$ cat src/keying_pkg.sv
// shared constants for modem keying and master watchdog
package keying_pkg;
    localparam int unsigned CLK_HZ       = 40000000;
    localparam int unsigned MS_PER_S     = 1000;
    localparam int unsigned MS_CYCLES    = CLK_HZ / 1000;
    localparam logic [15:0] MS_DIV_MAX   = 16'(MS_CYCLES - 1);
    localparam logic [9:0]  S_DIV_MAX    = 10'(MS_PER_S - 1);
    localparam int unsigned ADDR_W       = 4;
    // register word offsets
    localparam logic [3:0]  CTRL_OFS     = 4'h0;
    localparam logic [3:0]  HSK_OFS      = 4'h1;
    localparam logic [3:0]  SEND_OFS     = 4'h2;
    localparam logic [3:0]  SUP_OFS      = 4'h3;
    localparam logic [3:0]  STAT_OFS     = 4'h4;
    localparam logic [3:0]  IRQ_OFS      = 4'h5;
    localparam logic [3:0]  MASK_OFS     = 4'h6;
    localparam logic [3:0]  HEALTH_OFS   = 4'h7;
    // control fields
    localparam int unsigned CTRL_RS485   = 0;
    localparam int unsigned CTRL_HCLR    = 1;
    localparam int unsigned CTRL_SRST    = 2;
    // event fields
    localparam int unsigned EV_FAULT     = 0;
    localparam int unsigned EV_TXGO      = 1;
    localparam int unsigned EV_W         = 2;
    // reset values
    localparam logic [15:0] HSK_RST      = 16'h0000;
    localparam logic [15:0] SEND_RST     = 16'h0000;
    localparam logic [15:0] SUP_RST      = 16'h0000;
    localparam logic [2:0]  CTRL_RST     = 3'h2;
    localparam logic [7:0]  HEALTH_RST   = 8'hff;
    localparam int unsigned HEALTH_W     = 8;
endpackage

$ cat src/tick_gen.sv
// millisecond and second tick generator
`timescale 1ns/1ps
module tick_gen (
    input  wire logic clk,
    input  wire logic resetn,
    input  wire logic ce,
    input  wire logic srst,
    output logic      ms_tick,
    output logic      s_tick
);
    logic [15:0] cyc_q;
    logic [9:0]  ms_q;
    wire         ms_end = (cyc_q == keying_pkg::MS_DIV_MAX);
    wire         s_end  = ms_end && (ms_q == keying_pkg::S_DIV_MAX);

    always_ff @(posedge clk or negedge resetn) begin
        if (!resetn) begin
            cyc_q <= 16'h0000;
            ms_q  <= 10'h000;
        end else if (ce) begin
            if (srst) begin
                cyc_q <= 16'h0000;
                ms_q  <= 10'h000;
            end else begin
                cyc_q <= ms_end ? 16'h0000 : cyc_q + 16'h0001;
                if (ms_end)
                    ms_q <= (ms_q == keying_pkg::S_DIV_MAX) ? 10'h000
                                                            : ms_q + 10'h001;
            end
        end
    end
    assign ms_tick = ms_end && !srst;
    assign s_tick  = s_end && !srst;
endmodule

$ cat src/tick_down.sv
// loadable down counter stepping on a tick
`timescale 1ns/1ps
module tick_down (
    input  wire logic        clk,
    input  wire logic        resetn,
    input  wire logic        ce,
    input  wire logic        clr,
    input  wire logic        load,
    input  wire logic [15:0] value,
    input  wire logic        tick,
    output logic             busy,
    output logic             done
);
    logic [15:0] cnt_q;
    logic        run_q;
    wire         last = run_q && tick && (cnt_q == 16'h0001);

    always_ff @(posedge clk or negedge resetn) begin
        if (!resetn) begin
            cnt_q <= 16'h0000;
            run_q <= 1'b0;
        end else if (ce) begin
            if (clr) begin
                run_q <= 1'b0;
            end else if (load) begin
                cnt_q <= value;
                run_q <= (value != 16'h0000);
            end else if (run_q && tick) begin
                cnt_q <= cnt_q - 16'h0001;
                if (cnt_q == 16'h0001)
                    run_q <= 1'b0;
            end
        end
    end
    assign busy = run_q;
    assign done = last && !clr && !load;
endmodule

$ cat src/modem_keying.sv
// modem keying and master supervision with avalon register slave
//
// Overview of operation
// handshake delay register 0..65535 ms, reset zero, picks release mode.
// delay zero: raise request-to-send, hold transmit until clear-to-send.
// delay nonzero: ignore clear-to-send, wait delay ms, then transmit.
// only in zero-delay mode, clear-to-send starts send delay before data.
// send delay 0..65535 ms, reset zero; zero adds no wait.
// supervision period 0..65535 s, reset zero; zero disables supervision.
// no master message within period: fault, log event, clear health bit.
// master polls after period; station must acknowledge that check.
// configured period is presented outward for the master stations.
// serial port runs rs232 or rs485 by configuration bit.
// ms and s ticks from clock; sync reset clears counters and drops rts.
`timescale 1ns/1ps
module modem_keying (
    input  wire logic        clk,
    input  wire logic        resetn,
    input  wire logic        ce,
    input  wire logic [3:0]  avs_address,
    input  wire logic        avs_read,
    input  wire logic        avs_write,
    input  wire logic [31:0] avs_writedata,
    output logic [31:0]      avs_readdata,
    output logic             avs_waitrequest,
    input  wire logic        tx_request,
    input  wire logic        cts,
    input  wire logic        master_msg,
    input  wire logic        check_msg,
    input  wire logic [2:0]  partner_sel,
    output logic             rts,
    output logic             tx_enable,
    output logic             check_ack,
    output logic             master_fault,
    output logic             fault_log,
    output logic [7:0]       partner_health_flags,
    output logic [15:0]      sup_period_out,
    output logic             rs485_mode,
    output logic             irq
);
    typedef enum logic [2:0] {
        K_IDLE, K_WAIT_CTS, K_SEND_DLY, K_HSK_DLY, K_TX
    } key_state_e;

    key_state_e  st_q, st_d;
    logic [2:0]  ctrl_q;
    logic [15:0] hsk_q, send_q, sup_q;
    logic [1:0]  ev_q, mask_q;
    logic [7:0]  health_q;
    logic        ack_pend_q;
    logic        rts_q, txen_q, ack_q, fault_q, log_q, irq_q;
    logic [31:0] rdata_q;
    logic [15:0] sup_o_q;

    wire srst   = ctrl_q[keying_pkg::CTRL_SRST];
    wire hclr   = ctrl_q[keying_pkg::CTRL_HCLR];
    wire ms_tick, s_tick;

    // register access decode, one wait state on reads and writes
    wire acc     = avs_read || avs_write;
    wire acc_go  = acc && ack_pend_q;
    wire wr_go   = avs_write && ack_pend_q;
    wire wr_ctrl = wr_go && (avs_address == keying_pkg::CTRL_OFS);
    wire wr_hsk  = wr_go && (avs_address == keying_pkg::HSK_OFS);
    wire wr_send = wr_go && (avs_address == keying_pkg::SEND_OFS);
    wire wr_sup  = wr_go && (avs_address == keying_pkg::SUP_OFS);
    wire wr_irq  = wr_go && (avs_address == keying_pkg::IRQ_OFS);
    wire wr_mask = wr_go && (avs_address == keying_pkg::MASK_OFS);
    wire wr_hlth = wr_go && (avs_address == keying_pkg::HEALTH_OFS);

    logic [31:0] rd_mux;
    always_comb begin
        case (avs_address)
            keying_pkg::CTRL_OFS:   rd_mux = {29'h0, ctrl_q};
            keying_pkg::HSK_OFS:    rd_mux = {16'h0, hsk_q};
            keying_pkg::SEND_OFS:   rd_mux = {16'h0, send_q};
            keying_pkg::SUP_OFS:    rd_mux = {16'h0, sup_q};
            keying_pkg::STAT_OFS:
                rd_mux = {24'h0, 1'b0, fault_q, txen_q, rts_q,
                          1'b0, 3'(st_q)};
            keying_pkg::IRQ_OFS:    rd_mux = {30'h0, ev_q};
            keying_pkg::MASK_OFS:   rd_mux = {30'h0, mask_q};
            keying_pkg::HEALTH_OFS: rd_mux = {24'h0, health_q};
            default:                rd_mux = 32'h0000_0000;
        endcase
    end

    // delay and supervision counters
    wire cts_mode   = (hsk_q == 16'h0000);
    wire start_key  = (st_q == K_IDLE) && tx_request;
    wire hsk_load   = start_key && !cts_mode;
    wire cts_rise   = (st_q == K_WAIT_CTS) && cts;
    wire send_load  = cts_rise && (send_q != 16'h0000);
    wire hsk_busy, hsk_done, snd_busy, snd_done;
    wire sup_on     = (sup_q != 16'h0000);
    wire sup_busy, sup_done;
    wire sup_load   = sup_on && (master_msg || wr_sup ||
                                 (!sup_busy && !fault_q));

    tick_gen u_ticks (
        .clk     (clk),
        .resetn  (resetn),
        .ce      (ce),
        .srst    (srst),
        .ms_tick (ms_tick),
        .s_tick  (s_tick)
    );

    tick_down u_hsk (
        .clk    (clk),
        .resetn (resetn),
        .ce     (ce),
        .clr    (srst || !tx_request),
        .load   (hsk_load),
        .value  (hsk_q),
        .tick   (ms_tick),
        .busy   (hsk_busy),
        .done   (hsk_done)
    );

    tick_down u_send (
        .clk    (clk),
        .resetn (resetn),
        .ce     (ce),
        .clr    (srst || !tx_request),
        .load   (send_load),
        .value  (send_q),
        .tick   (ms_tick),
        .busy   (snd_busy),
        .done   (snd_done)
    );

    tick_down u_sup (
        .clk    (clk),
        .resetn (resetn),
        .ce     (ce),
        .clr    (srst || !sup_on),
        .load   (sup_load),
        .value  (wr_sup ? avs_writedata[15:0] : sup_q),
        .tick   (s_tick),
        .busy   (sup_busy),
        .done   (sup_done)
    );

    // keying sequence
    always_comb begin
        st_d = st_q;
        case (st_q)
            K_IDLE:
                if (tx_request)
                    st_d = cts_mode ? K_WAIT_CTS : K_HSK_DLY;
            K_WAIT_CTS:
                if (!tx_request)
                    st_d = K_IDLE;
                else if (cts)
                    st_d = (send_q != 16'h0000) ? K_SEND_DLY : K_TX;
            K_SEND_DLY:
                if (!tx_request)
                    st_d = K_IDLE;
                else if (snd_done)
                    st_d = K_TX;
            K_HSK_DLY:
                if (!tx_request)
                    st_d = K_IDLE;
                else if (hsk_done)
                    st_d = K_TX;
            K_TX:
                if (!tx_request)
                    st_d = K_IDLE;
            default:
                st_d = K_IDLE;
        endcase
    end

    wire rts_d  = (st_d != K_IDLE);
    wire txen_d = (st_d == K_TX);
    wire fault_set = sup_done && sup_on;
    wire fault_d = sup_on && !master_msg && (fault_q || fault_set);
    wire [1:0] ev_set = {txen_d && !txen_q, fault_set};
    wire [1:0] ev_d = ev_set |
                      (ev_q & ~(wr_irq ? avs_writedata[1:0] : 2'b00));
    wire [7:0] sel_bit = 8'h01 << partner_sel;
    wire [7:0] health_d = (fault_set && hclr) ? (health_q & ~sel_bit) :
                          wr_hlth ? avs_writedata[7:0] :
                          (master_msg ? (health_q | sel_bit) : health_q);

    always_ff @(posedge clk or negedge resetn) begin
        if (!resetn) begin
            st_q       <= K_IDLE;
            rts_q      <= 1'b0;
            txen_q     <= 1'b0;
        end else if (ce) begin
            if (srst) begin
                st_q   <= K_IDLE;
                rts_q  <= 1'b0;
                txen_q <= 1'b0;
            end else begin
                st_q   <= st_d;
                rts_q  <= rts_d;
                txen_q <= txen_d;
            end
        end
    end

    // supervision, health and acknowledge of master checks
    always_ff @(posedge clk or negedge resetn) begin
        if (!resetn) begin
            fault_q  <= 1'b0;
            log_q    <= 1'b0;
            ack_q    <= 1'b0;
            health_q <= keying_pkg::HEALTH_RST;
            sup_o_q  <= keying_pkg::SUP_RST;
        end else if (ce) begin
            fault_q  <= fault_d && !srst;
            log_q    <= fault_set && !srst;
            ack_q    <= check_msg && !srst;
            health_q <= health_d;
            sup_o_q  <= sup_q;
        end
    end

    // configuration registers and bus answer
    always_ff @(posedge clk or negedge resetn) begin
        if (!resetn) begin
            ctrl_q     <= keying_pkg::CTRL_RST;
            hsk_q      <= keying_pkg::HSK_RST;
            send_q     <= keying_pkg::SEND_RST;
            sup_q      <= keying_pkg::SUP_RST;
            mask_q     <= 2'b00;
            ev_q       <= 2'b00;
            irq_q      <= 1'b0;
            ack_pend_q <= 1'b0;
            rdata_q    <= 32'h0000_0000;
        end else if (ce) begin
            ack_pend_q <= acc && !ack_pend_q;
            if (acc && !ack_pend_q)
                rdata_q <= rd_mux;
            if (wr_ctrl)
                ctrl_q <= avs_writedata[2:0];
            if (wr_hsk)
                hsk_q <= avs_writedata[15:0];
            if (wr_send)
                send_q <= avs_writedata[15:0];
            if (wr_sup)
                sup_q <= avs_writedata[15:0];
            if (wr_mask)
                mask_q <= avs_writedata[1:0];
            ev_q  <= ev_d;
            irq_q <= |(ev_d & mask_q);
        end
    end

    assign avs_readdata         = rdata_q;
    assign avs_waitrequest      = acc && !acc_go;
    assign rts                  = rts_q;
    assign tx_enable            = txen_q;
    assign check_ack            = ack_q;
    assign master_fault         = fault_q;
    assign fault_log            = log_q;
    assign partner_health_flags = health_q;
    assign sup_period_out       = sup_o_q;
    assign rs485_mode           = ctrl_q[keying_pkg::CTRL_RS485];
    assign irq                  = irq_q;
endmodule

$ cat config.mk
export PLATFORM = sky130hd
export DESIGN_NAME = modem_keying
export DESIGN_NICKNAME = d
export VERILOG_FILES = /design/src/keying_pkg.sv /design/src/tick_gen.sv /design/src/tick_down.sv /design/src/modem_keying.sv
export SDC_FILE = /design/constraint.sdc
export NUM_CORES = 1
export LEC_CHECK = 0
export ABC_AREA = 1
export BUFFER_PORTS_ARGS = -buffer_cell sky130_fd_sc_hd__buf_2
export CORE_UTILIZATION = 45
export CTS_CLUSTER_SIZE = 20
export DETAILED_ROUTE_END_ITERATION = 6
export SKIP_CTS_REPAIR_TIMING = 1
export SLEW_MARGIN = 20
export SYNTH_ARGS = -nofsm -noshare
export SYNTH_HDL_FRONTEND = slang
export SYNTH_HIERARCHICAL = 1
export SYNTH_SLANG_ARGS = --single-unit
$ cat constraint.sdc
create_clock -name clk -period 5.2 [get_ports clk]
set_input_delay 0.52 -clock clk [delete_from_list [all_inputs] [get_ports clk]]
set_output_delay 0.52 -clock clk [all_outputs]
set_load 0.05 [all_outputs]
== Word level (Yosys, flattened, before mapping) ==
Cells that the tools add are included.

* Register bits: 198
* Bits of input ports: 48

* Add/subtract/negate cells: 5
* Equal/unequal tests: 17
* Shift operators: 1
* Mux-type cells: 43
* Bitwise gates (word level): 9
* Reduce and logical (&&, ||, !) cells: 94

{| class="wikitable"
|+ Operator list
! kind !! count
|-
| $mux W16 || 9
|-
| $pmux W16 S8 || 1
|-
| $reduce_bool A16 Y1 || 4
|-
| $eq A16 B1 Y1 const B || 3
|-
| $sub A16 B1 Y16 const B || 3
|-
| $logic_and A1 B1 Y1 || 40
|-
| $mux W10 || 3
|-
| $mux W3 || 10
|-
| $mux W8 || 3
|-
| $reduce_bool A3 Y1 || 8
|-
| $reduce_and A3 Y1 || 6
|-
| $add A16 B1 Y16 const B || 1
|-
| $eq A16 B16 Y1 const B || 1
|-
| $eq A4 B3 Y1 const B || 4
|-
| $logic_not A16 Y1 || 1
|-
| $logic_not A1 Y1 || 15
|-
| $pmux W3 S5 || 1
|-
| $mux W1 || 14
|-
| $reduce_and A2 Y1 || 7
|-
| $add A10 B1 Y10 const B || 1
|-
| $eq A10 B10 Y1 const B || 1
|-
| $and A8 B8 Y8 || 1
|-
| $eq A4 B2 Y1 const B || 2
|-
| $not A8 Y8 || 1
|-
| other kinds (16) || 29
|}

== Depth between registers and ports, before layout ==
Gate-level depths: netlist (run 1).

* Depth after elaboration: 14
* Depth in mapped cells: 20

== Modules after synthesis ==
Netlist (run 1), hierarchy kept.

{| class="wikitable"
|+ By module, submodules not included
! module !! times used !! cells each !! area each (um^2) !! seq. area each (um^2)
|-
| modem_keying || 1 || 717 || 5472.7 || 2638.8
|-
| tick_down (u_send ...) || 2 || 224 || 1307.5 || 425.4
|-
| tick_gen || 1 || 228 || 1639.1 || 650.6
|-
| tick_down (u_hsk) || 1 || 225 || 1373.8 || 425.4
|}

== Worst setup path after synthesis (run 1) ==
Ideal clock, no wire load.

* Path type: input to register
* From: input port avs_write
* To: register health_q[1] (netlist: partner_health_flags[1])
* Library setup time: 0.061 ns
* Data arrival time: 2.432 ns
* Path slack: 2.707 ns
* Stages on the path: 14
* Buffers on the path: 3
* Cells stage by stage: nand2_1 > nor2_8 > buf_4 > o21ai_0 > inv_1 > buf_2 > nor3_1 > clkbuf_1 > nand3_2 > nand2_1 > nand2_4 > inv_4 > nand2_1 > nand2_1

* Cells in the longest elaborated chain, start to end: 11
* Elaborated cells between the ends (all ways): 14
* Classes of those cells: 2 x mux; 12 x reduce/logical

{| class="wikitable"
|+ Ends and longest elaborated chain
! element !! line !! source
|-
| from (decl) || modem_keying.sv:22 || <nowiki>input wire logic avs_write,</nowiki>
|-
| $logic_and A1 B1 Y1 * || modem_keying.sv:62 || <nowiki>wire wr_go = avs_write && ack_pend_q;</nowiki>
|-
| $logic_and A1 B1 Y1 * || modem_keying.sv:66 || <nowiki>wire wr_sup = wr_go && (avs_address == keying_pkg::SUP_OFS);</nowiki>
|-
| $logic_or A1 B1 Y1 * (2 in a row) || modem_keying.sv:97 || <nowiki>wire sup_load = sup_on && (master_msg || wr_sup ||</nowiki>
|-
| $logic_and A1 B1 Y1 * || modem_keying.sv:97 ||
|-
| via sup_load || modem_keying.sv:97 ||
|-
| $logic_not A1 Y1 * || tick_down.sv:36 || <nowiki>assign done = last && !clr && !load;</nowiki>
|-
| $logic_and A1 B1 Y1 * || tick_down.sv:36 ||
|-
| via sup_done || modem_keying.sv:96 || <nowiki>wire sup_busy, sup_done;</nowiki>
|-
| $logic_and A1 B1 Y1 * || modem_keying.sv:177 || <nowiki>wire fault_set = sup_done && sup_on;</nowiki>
|-
| $logic_and A1 B1 Y1 * || modem_keying.sv:183 || <nowiki>wire [7:0] health_d = (fault_set && hclr) ? (health_q & ~sel_bit) :</nowiki>
|-
| $reduce_bool A3 Y1 (no line) || - ||
|-
| $reduce_and A2 Y1 (no line) || - ||
|-
| to (signal assigned) || modem_keying.sv:211 || <nowiki>health_q <= keying_pkg::HEALTH_RST;</nowiki>
|-
| to (signal assigned) || modem_keying.sv:217 || <nowiki>health_q <= health_d;</nowiki>
|-
| to (decl) || modem_keying.sv:49 || <nowiki>logic [7:0] health_q;</nowiki>
|}

Mark *: on every way through the listed nets, which the timed path passes. The rest lies on a longest branch.
A chain may end at the register's enable or synchronous reset.

== Final worst setup path (run 1) ==
* From: register u_ticks.ms_q[0]
* To: register health_q[0] (netlist: partner_health_flags[0])

* Cells in the longest elaborated chain, start to end: 11
* Elaborated cells between the ends (all ways): 12
* Classes of those cells: 1 x eq/ne; 1 x mux; 10 x reduce/logical

{| class="wikitable"
|+ Ends and longest elaborated chain
! element !! line !! source
|-
| from (decl) || tick_gen.sv:12 || <nowiki>logic [9:0] ms_q;</nowiki>
|-
| from (signal assigned) || tick_gen.sv:27 || <nowiki>ms_q <= (ms_q == keying_pkg::S_DIV_MAX) ? 10'h000</nowiki>
|-
| $eq A10 B10 Y1 * || tick_gen.sv:14 || <nowiki>wire s_end = ms_end && (ms_q == keying_pkg::S_DIV_MAX);</nowiki>
|-
| $logic_and A1 B1 Y1 * || tick_gen.sv:14 ||
|-
| $logic_and A1 B1 Y1 * || tick_gen.sv:33 || <nowiki>assign s_tick = s_end && !srst;</nowiki>
|-
| via s_tick || modem_keying.sv:57 || <nowiki>wire ms_tick, s_tick;</nowiki>
|-
| $logic_and A1 B1 Y1 * (2 in a row) || tick_down.sv:16 || <nowiki>wire last = run_q && tick && (cnt_q == 16'h0001);</nowiki>
|-
| $logic_and A1 B1 Y1 * (2 in a row) || tick_down.sv:36 ||
|-
| via sup_done || modem_keying.sv:96 ||
|-
| $logic_and A1 B1 Y1 * || modem_keying.sv:177 ||
|-
| $logic_and A1 B1 Y1 * || modem_keying.sv:183 ||
|-
| $reduce_bool A3 Y1 (no line) || - ||
|-
| $reduce_and A2 Y1 (no line) || - ||
|}

Marks and branches as above.

==> reports/metrics.yaml, run 1 <==
clock_tree:
  htree_num_levels: 4
  cts_tree: "built"
  cts_sinks: 182
  numCtsBuffers: 17
  clk_path_buf_depth: 2
  clockRootBuffer: "clkbuf_16"
  clkTransAtPathRegs_ns: 0.08
  clock_latency_ns: 0.44
hold_path:
  min-delay-path-class: "in2async"
final_layout:
  areaGrowthSynthToFinish_pct: 9.69
  nNetsFinal: 1727
  drive_gt1_share_pct: 11.7
  diodes: 0
sta:
  rsz0062_at_grt: "false"
  slew_headroom_pct: 36.9
  finalCritPeriodShare_pct: 63.5
  min_period_ns: 3.30
  worst-slew-pin-transition_ns: 0.944
  hold_violations: 0
  max_freq_mhz: 303
  setup_viol_count_final: 0
  drv_slew: 0
  finClkSkew_ns: 0.0147
  tns_ns: 0
grt:
  grt_busiest_layer: "met2"
  gr-usage-all-layers_pct: 24.7
  antenna_found_initial: 0
  grt_pass1_wl_um: 50200
  grtUsageMet2_pct: 41.0
  use_met3_pct: 4.17
  gr-usage-met1_pct: 32.6
  grt_pass1_vias: 9715
  grt_max_degree: 81
  gr-total-overflow: 0
power:
  p_leak_nw: 6.30
  p_per_area_mw_per_mm2: 423
  fin_total_pwr_mw: 5.15
  worst_ir_drop_vdd_mv: 0.226
setup_path:
  cp_top_family: "simple AND/OR/NAND/NOR gates"
  cp_common_cell: "nand2_1"
  critPathBufInv: 3
  cp_slowest_cell: "nor3_1"
  arrival_ns: 3.70
  critPathKind: "reg2reg"
  worstReg2RegStart: "u_ticks/ms_q[0]"
  required_ns: 5.59
  cp_max_fo: 10
  cp-startpoint: "u_ticks/ms_q[0]"
  max_stage_delay_ns: 0.50
  cp-end-kind: "flip-flop"
  crit_chain: "ha_1 > nand2_1 > nor2_4 > nand3_2 > nor3_1 > nand2_1 > inv_1 > nand3_1 > nor2_1 > nand2_1 > nor3_1 > buf_4 > nand3_2 > nand2_1 > nand2_4 > inv_4 > nand2_1 > nand2_1"
  critPathLaunchType: "flip-flop"
synth:
  yosys_warnings: 6
  synth_top_flop_cell: "dfrtp_1"
  synth.largest_area_cell: "dfrtp_1"
  syn_avg_cell_area_um2: 6.86
  synthTopCellsByArea: "dfrtp_1 (39%), nand2_1 (18%), nor2_1 (7.0%)"
  yosysTopAreaCellShare_pct: 39.0
  synth-seq-cells: 182
  synth_common_cells: "nand2_1 (526), nor2_1 (206), dfrtp_1 (173)"
  syn-cell-area_mm2: 0.0111
  syn_inst: 1618
  yosysUniqueCellTypes: 49
  yosysMostFrequentCell: "nand2_1"
  synth_edf_count: 0
  async_flop_share_pct: 100
  ys_seq_area_share_pct: 41.1
floorplan:
  die_h_um: 159
  start_util_pct: 45.8
  io-pin-count: 112
  die_x_um: 159
  placeableCoreArea_mm2: 0.0242
  die_area_mm2: 0.0253
  rows: 57
route:
  drc: 0
  drtIter0Drc: 765
  via_per_inst: 5.17
  dr.pass1.iters: 6
  num_vias: 10400
  wirelength_um: 30400
  drtAntennaViolNets: 0
  routedWlPerCell_um: 15.1
placement:
  numPortBuffers: 79
  dpl.hpwl_um: 22100
  gp_congestion: 0.886
flow_run:
  drv_cap: 0
status:
  status: "completed"
==> final timing paths <==
check | end | slack (ns) | depth (start not counted)
max | partner_health_flags[0] | 1.90 | 18
min | u_hsk/cnt_q[15] | 0.12 | 1
max reg2reg | partner_health_flags[0] | 1.90 | 18
min in group clk | check_ack | 0.29 | 2
min reg2reg | avs_readdata[7] | 0.48 | 2
max in group asynchronous | u_send/cnt_q[15] | 3.92 | 2
==> report_power, final <==
group | internal (mW) | switching [mW]
sequential | 1.74 | 0.343
combinational | 0.551 | 1.22
clock | 0.643 | 0.648
==> state kept, by name, summed over array words and instances (netlist names), 3 cells and up <==
register	flops
st_q	3
u_ticks/cyc_q	16
avs_readdata	16
u_ticks/ms_q	10
ctrl_q	3
hsk_q	16
send_q	16
partner_health_flags	8
sup_period_out	16
u_hsk/cnt_q	16
u_sup/cnt_q	16
u_send/cnt_q	16
sup_q	16
==> layer usage <==
layer  part of all wire, %  wire [um]
met1                    45      13700
met2                    47      14400
met3                   5.0       1520
met4                   2.7        806
met5                     0          0
==> final cells by class <==
cell class / count / area (um2)
Sequential cell: 182 / 4570
Clock buffer: 17 / 425
Tap cell: 324 / 405
Clock inverter: 15 / 158
Inverter: 188 / 714
Timing Repair Buffer: 85 / 449
Multi-Input combinational cell: 1197 / 5460
Fill cell: 2502 / 12100
==> cells in the final DEF, fill, tap and decap left out, types with 5 or more instances in the layout <==
cell type  count
nand2_1      526
nor2_1       206
dfrtp_1      173
inv_1        172
o21ai_0      134
nand3_1      104
buf_2         78
o21ai_1       38
a21oi_1       32
o21ai_2       24
nor3_1        24
nand4_1       19
clkbuf_16     17
conb_1        16
inv_2         11
dfstp_2        9
nor2_2         8
ha_1           8
o211ai_1       7
nand3b_1       7
nand2_2        6
buf_4          6
nand2_4        5
==> metrics by stage <==
step	instances	worst slack, ns	util [%]	hold slack (ns)	cell area [um2]
finish	2008	1.90	50.2	0.123	12200
CTS	2008	1.88	50.2	0.143	12200
detailed placement	1976	1.51	47.8	0.465	11600
floorplan	1633	2.71	-	0.224	11200
global placement	1976	1.53	47.8	0.458	11600
global route	2008	1.53	50.2	0.164	12200
==> kinds of logic after synthesis <==
family | after synthesis | share of synthesized area, %
other | 1 | 0.0338
adders and majority gates | 8 | 0.902
xor gates and xnor gates | 4 | 0.316
and+or+nand+nor | 919 | 34.7
buffers and inverters | 254 | 10.2
AOI/OAI and AO/OA | 250 | 12.7
DFF | 182 | 41.1
(Power assumes the default switching activity.)
==> inputs of run 2 (changes only) <==
Clock period 5.2 ns to 3.2 ns, I/O delays scaled along.
==> reports/metrics.yaml, run 2 (synthesis results as in run 1) <==
grt:
  grt_max_degree: 98
  gr-usage-all-layers_pct: 24.7
  grt_pass1_wl_um: 50000
  antenna_found_initial: 0
  grt_pass1_vias: 9552
  gr-total-overflow: 0
placement:
  numPortBuffers: 79
  pre_cts_ws_ns: 0.431
  dpl.hpwl_um: 22500
  place_inst: 1990
  gp_congestion: 0.910
final_layout:
  areaGrowthSynthToFinish_pct: 10.8
  layout_common_cells: "nand2_1 (526), nor2_1 (206), dfrtp_1 (173)"
  final_cells: 2022
  drive_gt1_share_pct: 12.4
  n_fill_cell: 2475
  diodes: 0
  mostFrequentLayoutCell: "nand2_1"
  nNetsFinal: 1741
power:
  p_leak_nw: 6.38
  p_per_area_mw_per_mm2: 685
  worst_ir_drop_vdd_mv: 0.386
route:
  wirelength_um: 30600
  num_vias: 10400
  drtAntennaViolNets: 0
  drc: 0
  drtIter0Drc: 764
  dr.pass1.iters: 5
  via_per_inst: 5.12
  routedWlPerCell_um: 15.1
setup_path:
  required_ns: 3.58
  cp-end-kind: "flip-flop"
  critPathLaunchType: "flip-flop"
  critPathKind: "reg2reg"
  cp_max_fo: 10
  arrival_ns: 3.17
sta:
  timing.hold.ws_ns: -0.0335
  layout_setup_ws_ns: 0.416
  tns_ns: 0
  min_period_ns: 2.78
  worst-slew-pin-transition_ns: 0.927
  rsz0062_at_grt: "false"
  hold_violations: 22
  drv_slew: 0
  slew_headroom_pct: 38.0
  finalCritPeriodShare_pct: 87.0
  finClkSkew_ns: 0.0120
  setup_viol_count_final: 0
  max_freq_mhz: 359
clock_tree:
  clkTransAtPathRegs_ns: 0.08
  numCtsBuffers: 17
  clockRootBuffer: "clkbuf_16"
  clock_latency_ns: 0.43
  htree_num_levels: 4
  cts_sinks: 182
  clk_path_buf_depth: 2
  cts_tree: "built"
floorplan:
  placeableCoreArea_mm2: 0.0242
  die_h_um: 159
  start_util_pct: 45.8
  rows: 57
  io-pin-count: 112
  die_area_mm2: 0.0253
  die_x_um: 159
status:
  violations: "hold timing"
  status: "complete, but fails checks"
hold_path:
  min-delay-path-class: "in2async"
flow_run:
  drv_cap: 0
run 2: area by class of cell:
type	count	area (um2)	share of cell area, %
sequential	182	4570	37.1
clock buffer	17	425	3.46
inverter	188	714	5.81
tap	324	405	3.29
multi-input combinational	1197	5460	44.4
clock inverter	15	168	1.36
timing repair buffer	99	567	4.61
run 2: path summary, 6_finish.rpt:
path | startpoint | end | cells past startpoint | slack (ns)
setup / recovery | u_ticks/ms_q[0] | partner_health_flags[7] | 19 | 0.42
hold / removal | resetn | u_hsk/cnt_q[9] | 1 | -0.03
setup reg to reg | u_ticks/ms_q[0] | partner_health_flags[7] | 19 | 0.42
hold reg to reg | u_hsk/busy | u_hsk/busy | 2 | 0.48
max in group asynchronous | resetn | partner_health_flags[6] | 2 | 2.37
min in group clk | check_msg | check_ack | 2 | 0.10
run 2: routing by layer:
metal  GRT usage [%]  vias up  wire, um
met2            39.4      258     14100
li1                -     5242         -
met1            35.1     4834     14600
met4            6.16        0       451
met5               0        -         0
met3            4.09       25      1430
run 2: report_power, final:
part | internal, mW | switching, mW | total, mW
clock network | 1.05 | 1.07 | 2.12
logic | 0.928 | 2.01 | 2.94
registers | 2.83 | 0.550 | 3.38
run 2: metrics by stage:
stage          instance area (um2)  utilization (%)  total power, mW
2_1_floorplan                11200                -             5.56
3_3_place_gp                 11700             48.3             6.28
3_5_place_dp                 11700             48.3             6.33
4_1_cts                      12300             50.7             8.45
5_1_grt                      12300             50.7             9.05
6_report                     12300             50.7             8.43
run 2: critical path, cell delays in order (launching register included):
cell and delay, ns:
dfrtp_1 0.39, ha_1 0.18, nand2_1 0.13, nor2_4 0.16, nand3_2 0.19, nor3_1 0.23
buf_4 0.17, nand2_1 0.08, inv_1 0.06, nand3_1 0.06, nor2_1 0.09, nand2_1 0.07
nor3_1 0.15, buf_4 0.22, nand3_2 0.09, nand2_1 0.11, nand2_4 0.11, inv_4 0.11
nand2_1 0.06, nand2_1 0.06
